`src/rtl/tws_pkg.sv`:
```
// Shared constants for the two-wire configuration slave
package tws_pkg;
    // ****************************************
    // Bus framing
    // ****************************************
    localparam logic [3:0] CTRL_CODE      = 4'hb;
    localparam logic [7:0] CMD_FREQ_RATIO = 8'h01;
    localparam logic [7:0] CMD_OUT_ROUTE  = 8'h02;
    localparam logic [7:0] CMD_LINK_SETUP = 8'h0d;
    localparam logic [7:0] CMD_COMMIT     = 8'h3f;
    // ****************************************
    // Word layout and defaults
    // ****************************************
    localparam int         POLICY_BIT     = 3;
    localparam logic [15:0] FREQ_RESET    = 16'h0000;
    localparam logic [15:0] ROUTE_RESET   = 16'h1800;
    localparam logic [7:0]  LINK_RESET    = 8'h00;
    localparam logic [7:0]  LINK_WR_MASK  = 8'h0f;
    localparam logic [15:0] ROUTE_WR_MASK = 16'h7fc0;
    localparam logic [15:0] FREQ_WR_MASK  = 16'hffc0;
    // ****************************************
    // Timing
    // ****************************************
    localparam int          CLK_MHZ       = 50;
    localparam int          NV_WRITE_US   = 10;
    localparam int          NV_CYCLES     = NV_WRITE_US * CLK_MHZ;
    localparam logic [2:0]  SCL_FILTER    = 3'h1;
    // ****************************************
    // Bus states
    // ****************************************
    typedef enum logic [5:0] {
        ST_IDLE  = 6'b000001,
        ST_RECV  = 6'b000010,
        ST_ACK   = 6'b000100,
        ST_SEND  = 6'b001000,
        ST_MACK  = 6'b010000,
        ST_SKIP  = 6'b100000
    } tws_state_e;
endpackage

```
`src/rtl/tws_slave.sv`:
```
// Two-wire slave holding the oscillator configuration words
`timescale 1ns/1ps
module tws_slave (
    input  wire logic        CORE_CLK,
    input  wire logic        RSTN,
    input  wire logic        SCL_IN,
    input  wire logic        SDA_IN,
    output logic             SDA_OUT,
    output logic             SDA_OE,
    input  wire logic        POWER_DOWN,
    output logic      [15:0] FREQ_RATIO_WORD,
    output logic      [15:0] OUTPUT_ROUTING_WORD,
    output logic      [7:0]  LINK_SETUP_WORD,
    output logic      [9:0]  DIVISOR_COUNT,
    output logic             COMMIT_BUSY
);
    import tws_pkg::*;

    // ****************************************
    // State
    // ****************************************
    tws_state_e  state_reg;
    tws_state_e  state_next;
    logic        scl_reg;
    logic        sda_reg;
    logic [7:0]  shift_reg;
    logic [3:0]  bit_reg;
    logic [1:0]  byte_reg;
    logic        rd_reg;
    logic        ackd_reg;
    logic [7:0]  cmd_reg;
    logic [15:0] freq_reg;
    logic [15:0] route_reg;
    logic [7:0]  link_reg;
    logic        dirty_reg;
    logic        commit_pend_reg;
    logic [15:0] nv_cnt_reg;
    logic        nv_busy_reg;
    logic        sda_oe_reg;
    logic        loaded_reg;
    logic [39:0] nv_rd;
    logic        nv_wr;

    // ****************************************
    // Bus condition decode
    // ****************************************
    wire scl_rise  = SCL_IN & ~scl_reg;
    wire scl_fall  = ~SCL_IN & scl_reg;
    wire start_det = scl_reg & SCL_IN & sda_reg & ~SDA_IN;
    wire stop_det  = scl_reg & SCL_IN & ~sda_reg & SDA_IN;
    wire byte_done = (bit_reg == 4'h8);
    wire [7:0] in_byte = shift_reg;
    wire addr_match = (in_byte[7:4] == CTRL_CODE)
                    && (in_byte[3:1] == link_reg[2:0]);
    wire can_prog   = ~POWER_DOWN;
    wire ack_ok     = ~nv_busy_reg;
    wire policy     = link_reg[POLICY_BIT];

    function automatic logic [7:0] read_byte(input logic [7:0] cmd, input logic [1:0] idx,
                                             input logic [15:0] f, input logic [15:0] r,
                                             input logic [7:0] l);
        logic [7:0] b;
        b = 8'h00;
        if (cmd == CMD_FREQ_RATIO) begin
            b = idx[0] ? f[7:0] : f[15:8];
        end else if (cmd == CMD_OUT_ROUTE) begin
            b = idx[0] ? r[7:0] : r[15:8];
        end else if (cmd == CMD_LINK_SETUP) begin
            b = l;
        end
        return b;
    endfunction

    // ****************************************
    // Bit-level state machine
    // ****************************************
    always_comb begin
        state_next = state_reg;
        if (start_det) begin
            state_next = ST_RECV;
        end else if (stop_det) begin
            state_next = ST_IDLE;
        end else begin
            case (state_reg)
                ST_RECV: begin
                    if (scl_fall && byte_done) begin
                        state_next = ST_ACK;
                    end
                end
                ST_ACK: begin
                    if (scl_fall) begin
                        if (!ackd_reg) begin
                            state_next = ST_SKIP;
                        end else if (rd_reg) begin
                            state_next = ST_SEND;
                        end else begin
                            state_next = ST_RECV;
                        end
                    end
                end
                ST_SEND: begin
                    if (scl_fall && (bit_reg == 4'h7)) begin
                        state_next = ST_MACK;
                    end
                end
                ST_MACK: begin
                    if (scl_fall) begin
                        state_next = sda_reg ? ST_SKIP : ST_SEND;
                    end
                end
                default: state_next = state_reg;
            endcase
        end
    end

    always_ff @(posedge CORE_CLK or negedge RSTN) begin
        if (!RSTN) begin
            state_reg <= ST_IDLE;
            scl_reg   <= 1'b1;
            sda_reg   <= 1'b1;
        end else begin
            state_reg <= state_next;
            scl_reg   <= SCL_IN;
            sda_reg   <= SDA_IN;
        end
    end

    // ****************************************
    // Shifting, addressing and words
    // ****************************************
    always_ff @(posedge CORE_CLK or negedge RSTN) begin
        if (!RSTN) begin
            shift_reg  <= 8'h00;
            bit_reg    <= 4'h0;
            byte_reg   <= 2'h0;
            rd_reg     <= 1'b0;
            ackd_reg   <= 1'b0;
            cmd_reg    <= 8'h00;
            freq_reg   <= FREQ_RESET;
            route_reg  <= ROUTE_RESET;
            link_reg   <= LINK_RESET;
            dirty_reg  <= 1'b0;
            commit_pend_reg <= 1'b0;
            sda_oe_reg <= 1'b0;
            loaded_reg <= 1'b0;
        end else begin
            commit_pend_reg <= 1'b0;
            if (!loaded_reg) begin
                loaded_reg <= 1'b1;
                {freq_reg, route_reg, link_reg} <= nv_rd;
            end
            if (start_det || stop_det) begin
                bit_reg    <= 4'h0;
                sda_oe_reg <= 1'b0;
                if (start_det) begin
                    byte_reg <= 2'h0;
                end
                if (dirty_reg && !policy) begin
                    commit_pend_reg <= 1'b1;
                end
                dirty_reg <= 1'b0;
            end else begin
                case (state_reg)
                    ST_RECV: begin
                        if (scl_rise) begin
                            shift_reg <= {shift_reg[6:0], SDA_IN};
                            bit_reg   <= bit_reg + 4'h1;
                        end
                        if (scl_fall && byte_done) begin
                            bit_reg <= 4'h0;
                            ackd_reg <= 1'b1;
                            sda_oe_reg <= ack_ok;
                            if (byte_reg == 2'h0) begin
                                rd_reg     <= in_byte[0];
                                ackd_reg   <= addr_match;
                                sda_oe_reg <= addr_match && ack_ok;
                                byte_reg   <= 2'h1;
                            end else if (!ack_ok || !can_prog) begin
                                ackd_reg   <= ack_ok;
                                sda_oe_reg <= ack_ok;
                            end else if (byte_reg == 2'h1) begin
                                cmd_reg  <= in_byte;
                                byte_reg <= 2'h2;
                                if (in_byte == CMD_COMMIT && policy) begin
                                    commit_pend_reg <= 1'b1;
                                end
                            end else begin
                                byte_reg <= 2'h3;
                                if (cmd_reg == CMD_FREQ_RATIO) begin
                                    if (byte_reg == 2'h2) begin
                                        freq_reg[15:8] <= in_byte;
                                    end else begin
                                        freq_reg[7:0] <= in_byte & FREQ_WR_MASK[7:0];
                                    end
                                    dirty_reg <= 1'b1;
                                end else if (cmd_reg == CMD_OUT_ROUTE) begin
                                    if (byte_reg == 2'h2) begin
                                        route_reg[15:8] <= in_byte & ROUTE_WR_MASK[15:8];
                                    end else begin
                                        route_reg[7:0] <= in_byte & ROUTE_WR_MASK[7:0];
                                    end
                                    dirty_reg <= 1'b1;
                                end else if (cmd_reg == CMD_LINK_SETUP) begin
                                    link_reg        <= in_byte & LINK_WR_MASK;
                                    commit_pend_reg <= 1'b1;
                                end
                            end
                        end
                    end
                    ST_ACK: begin
                        if (scl_fall) begin
                            sda_oe_reg <= 1'b0;
                            if (ackd_reg && rd_reg) begin
                                shift_reg  <= read_byte(cmd_reg, 2'h0, freq_reg,
                                                        route_reg, link_reg);
                                sda_oe_reg <= ~read_byte(cmd_reg, 2'h0, freq_reg,
                                                         route_reg, link_reg) >> 7 == 8'h01;
                                byte_reg   <= 2'h1;
                            end
                        end
                    end
                    ST_SEND: begin
                        if (scl_fall) begin
                            bit_reg <= bit_reg + 4'h1;
                            if (bit_reg == 4'h7) begin
                                sda_oe_reg <= 1'b0;          // Release for master ack
                            end else begin
                                shift_reg  <= {shift_reg[6:0], 1'b0};
                                sda_oe_reg <= ~shift_reg[6];
                            end
                        end
                    end
                    ST_MACK: begin
                        if (scl_fall) begin
                            bit_reg <= 4'h0;
                            if (!sda_reg) begin
                                shift_reg  <= read_byte(cmd_reg, byte_reg, freq_reg,
                                                        route_reg, link_reg);
                                sda_oe_reg <= ~read_byte(cmd_reg, byte_reg, freq_reg,
                                                         route_reg, link_reg) >> 7 == 8'h01;
                                byte_reg   <= byte_reg + 2'h1;
                            end
                        end
                    end
                    default: sda_oe_reg <= 1'b0;
                endcase
            end
        end
    end

    // ****************************************
    // Nonvolatile commit timing
    // ****************************************
    assign nv_wr = commit_pend_reg && !nv_busy_reg;

    always_ff @(posedge CORE_CLK or negedge RSTN) begin
        if (!RSTN) begin
            nv_busy_reg <= 1'b0;
            nv_cnt_reg  <= 16'h0000;
        end else if (nv_wr) begin
            nv_busy_reg <= 1'b1;
            nv_cnt_reg  <= 16'(NV_CYCLES - 1);
        end else if (nv_busy_reg) begin
            if (nv_cnt_reg == 16'h0000) begin
                nv_busy_reg <= 1'b0;
            end else begin
                nv_cnt_reg <= nv_cnt_reg - 16'h0001;
            end
        end
    end

    tws_nv_store u_nv (
        .clk     (CORE_CLK),
        .rst_n   (RSTN),
        .wr_en   (nv_wr),
        .wr_data ({freq_reg, route_reg, link_reg}),
        .rd_data (nv_rd)
    );

    // ****************************************
    // Outputs
    // ****************************************
    always_ff @(posedge CORE_CLK or negedge RSTN) begin
        if (!RSTN) begin
            SDA_OUT             <= 1'b0;
            SDA_OE              <= 1'b0;
            FREQ_RATIO_WORD     <= FREQ_RESET;
            OUTPUT_ROUTING_WORD <= ROUTE_RESET;
            LINK_SETUP_WORD     <= LINK_RESET;
            DIVISOR_COUNT       <= 10'h000;
            COMMIT_BUSY         <= 1'b0;
        end else begin
            SDA_OUT             <= 1'b0;
            SDA_OE              <= sda_oe_reg;
            FREQ_RATIO_WORD     <= freq_reg;
            OUTPUT_ROUTING_WORD <= route_reg;
            LINK_SETUP_WORD     <= link_reg;
            DIVISOR_COUNT       <= freq_reg[15:6];
            COMMIT_BUSY         <= nv_busy_reg;
        end
    end
endmodule

```
`src/rtl/tws_nv_store.sv`:
```
// Nonvolatile image of the three configuration words
`timescale 1ns/1ps
module tws_nv_store (
    input  wire logic        clk,
    input  wire logic        rst_n,
    input  wire logic        wr_en,
    input  wire logic [39:0] wr_data,
    output logic      [39:0] rd_data
);
    import tws_pkg::*;

    logic [39:0] image_reg;

    // ****************************************
    // Storage and registered read
    // ****************************************
    always_ff @(posedge clk or negedge rst_n) begin
        if (!rst_n) begin
            image_reg <= {FREQ_RESET, ROUTE_RESET, LINK_RESET};
            rd_data   <= {FREQ_RESET, ROUTE_RESET, LINK_RESET};
        end else begin
            if (wr_en) begin
                image_reg <= wr_data;
            end
            rd_data <= image_reg;
        end
    end
endmodule

```
`config.mk`:
```
export PLATFORM = sky130hd
export DESIGN_NAME = tws_slave
export DESIGN_NICKNAME = d
export VERILOG_FILES = /design/src/rtl/tws_pkg.sv /design/src/rtl/tws_slave.sv /design/src/rtl/tws_nv_store.sv
export SDC_FILE = /design/constraint.sdc
export NUM_CORES = 1
export LEC_CHECK = 0
export BUFFER_PORTS_ARGS = -buffer_cell sky130_fd_sc_hd__buf_2
export CORE_ASPECT_RATIO = 0.5
export CORE_MARGIN = 4
export CORE_UTILIZATION = 50
export CTS_CLUSTER_SIZE = 28
export DETAILED_ROUTE_END_ITERATION = 16
export GPL_ROUTABILITY_DRIVEN = 0
export PLACE_DENSITY = 0.71
export RECOVER_POWER = 100
export SETUP_SLACK_MARGIN = 0.2
export SYNTH_ARGS = -nofsm -noshare
export SYNTH_HDL_FRONTEND = slang
export SYNTH_SLANG_ARGS = --single-unit
```
`constraint.sdc`:
```
create_clock -name CORE_CLK -period 2.8 [get_ports CORE_CLK]
set_clock_uncertainty 0.05 [all_clocks]
set_input_delay 0.7 -clock CORE_CLK [delete_from_list [all_inputs] [get_ports CORE_CLK]]
set_output_delay 0.7 -clock CORE_CLK [all_outputs]
set_load 0.02 [all_outputs]
```
==> summary.txt <==
unrepaired setup endpoints after global routing: no
depth of the worst register-to-register path: 5
clock root cell: clkbuf_16
Inst Count DP: 1083
critical path startpoint category: flop
Post-DRT Antenna Nets: 0
setup slack of the most critical reg-to-reg path: 160 ps
Row Count: 34
Post-synth EDFFs: 0
placed standard-cell area: 9500 um^2
total track usage: 0.208
clock transition at the register clock pins on the worst setup and hold paths after CTS: 60 ps
net count of the mapped netlist: 814
TritonCTS clock tree: built
count of endpoints failing hold in the final timing report: 0
grt met1 use: 0.308
worst slew margin relative to its limit: -0.262
final slew viol count: 76
Final #Nets: 886
Required @ worst endpoint: 3130 ps
portion of the post-synthesis area used by sequential elements: 0.610
count of state elements after synthesis: 215
largest fanout on the critical path: 16
met2 routing resource usage after global routing: 0.330
global routing met3 resource utilization: 0.0313
power consumption: 6.59 mW
number of library cell types mapped by synthesis: 74
Setup Total Neg Slack: 0 ps
Clock Tree Buf Depth: 3
Post-Syn Area per Cell: 11.0 um^2
final instance count without filler cells: 1122
hpwl dp: 14000 um
time the worst path needs with I/O delays and setup: 2640 ps
fraction of layout instances using a drive strength above 1: 0.124
average wire length per cell after detail routing: 18.3 um
number of max-cap violations: 1
Critical Path End Type: flop
largest vdd supply drop: 385 uV
sequential cell area in the final layout: 5400 um^2
post-synth top area share: 0.577
via count of the first global-routing pass: 6329
total area of multi-input combinational cells: 3220 um^2
IO buf count: 56
Top FF cell, synth: dfrtp_1
final worst hold slack: 322 ps
total congestion overflow after global routing: 0
Period Utilization, post-route: 0.942
overall routed net length: 20500 um
cells after synthesis: 802
Reg-to-Reg End: in_byte[1]
reg-to-reg startpoint: state_reg[2]
post-route design area: 10100 um^2
Post-Place Worst Slack: 92.7 ps
maximum number of pins on one net before global-route repair: 78
total standard cell area after synthesis: 8840 um^2
Fmax: 379 MHz
Yosys top cell by area: dfrtp_1
number of buffers created by CTS: 20
endpoint with the worst hold slack: u_nv.rd_data[20]
YS warnings: 0
outcome: finished with violations
worst setup path class: flop to flop
Clock Latency Late Sink: 490 ps
worst hold-check path type: flop to flop
signal arrival time at the worst endpoint: 2970 ps
leakage power total: 5.05 nW
detailed-routing iteration count for the pre-antenna-repair pass: 5
Vias per Instance: 5.62
power density cells: 650 nW/um^2
Vias: 6305
clock sinks: 215
final routed DRC violation total: 0
number of antenna violations at the first check in global routing: 0
starting density of the core: 0.509
horizontal die dimension: 196 um
Placeable Area: 17400 um^2
number of H-tree levels: 1
Synth-to-Final Area Change: 14.6%
drt first-iter violations: 431
Core Util, Final: 0.584
hold-fix buffers at CTS: 0
Worst Min Path Start: u_nv.image_reg[20]
hold path depth: 0
die height: 102 um
IO Count: 58
wire length of the first global-routing pass: 33600 um
layer with the highest usage after global routing: met2
number of fillers in the final layout: 1450
ant diodes: 0
share of async-settable or async-resettable flops after synthesis: 1.00
total die area: 20000 um^2
total setup violations reported at the end of the flow: 0
failing checks: capacitance limit, slew limit
final worst slack: 161 ps
transition time at the pin with the least slew margin: 1890 ps
leading post-synthesis cells by cell area: dfrtp_1 58%, nand2_1 7.3%, mux2i_1 5.0%, dfstp_2 3.3%, nor2_1 2.8%
-- power by group --
| part | switching (mW) | total [mW] | internal [mW] |
|---|---|---|---|
| logic | 0.243 | 0.403 | 0.160 |
| registers | 0.137 | 3.31 | 3.17 |
| clock network | 1.14 | 2.88 | 1.74 |
| total | 1.52 | 6.59 | 5.07 |
-- cell usage in the layout, fill, tap and decap left out, types with 7 or more instances in the layout --
cell type,count
dfrtp_1,203
nand2_1,173
nor2_1,68
clkbuf_1,64
mux2i_1,44
o21ai_0,40
a21oi_1,32
buf_4,27
clkbuf_16,20
mux2_2,16
nor3_1,14
nand3_1,11
inv_1,9
dfstp_2,7
a22o_1,7
-- cells in the mapped netlist, drive strengths merged (3+ instances only) --
library cell	count
xor2	5
o31ai	3
o2111ai	3
xnor2	5
nand4	3
or3	3
clkbuf	25
mux2i	44
nand4b	4
nor3	17
a21oi	33
ha	7
a22o	7
nand3	12
mux2	16
nand2b	5
nor4b	5
nor2b	4
buf	18
dfstp	11
nor4	4
o211ai	5
nand2	173
inv	9
a311o	3
and2	4
dfrtp	204
a211oi	4
nand3b	6
nor2	68
nor3b	4
o21ai	41
or4	6
and3	3
a21o	3
-- per-layer routing --
layer | wire [um] | up-vias
li1 | - | 2909
met1 | 9580 | 3142
met2 | 9100 | 218
met3 | 1420 | 36
met4 | 424 | 0
met5 | 0 | -
-- layout make-up --
cell class,instances,share of cell area
clock buffers,30,0.0580
clock inverters,6,0.0115
inverters,9,0.00333
multi-input cells,535,0.318
flip-flops and latches,215,0.532
well taps,234,0.0289
repair buffers,93,0.0483
-- cell families after synthesis --
logic type	synth area share
buffers and inverters	0.0279
multiplexers	0.0702
AND/OR/NAND/NOR	0.179
AO/OA/AOI/OAI	0.0919
flip-flops	0.610
other	0.000849
XOR/XNOR	0.00991
adder cells (fa/ha/maj)	0.00991
-- worst max-delay path, cell delays in order (launching register included) --
cell	delay [ps]
dfrtp_1	550
nor3_2	340
nand3_2	240
or2_0	270
a2111o_1	660
o31ai_1	400
-- what timing repair did --
| item | in CTS | in global routing |
|---|---|---|
| setup buffers | 0 | 3 |
| pin swaps | 0 | 1 |
| setup endpoints to repair | 2 | 20 |
| gates resized for setup | 1 | 6 |
-- worst max path at each step --
stage | startpoint | to | slack [ps]
detailed placement | SCL_IN | link_reg[0] | 90
floorplan | SCL_IN | commit_pend_reg | 430
CTS | state_reg[2] | in_byte[1] | 230
global route | state_reg[2] | in_byte[1] | 120
global placement | SCL_IN | link_reg[3] | 190
finish | state_reg[2] | in_byte[1] | 160
(Power assumes the default switching activity.)
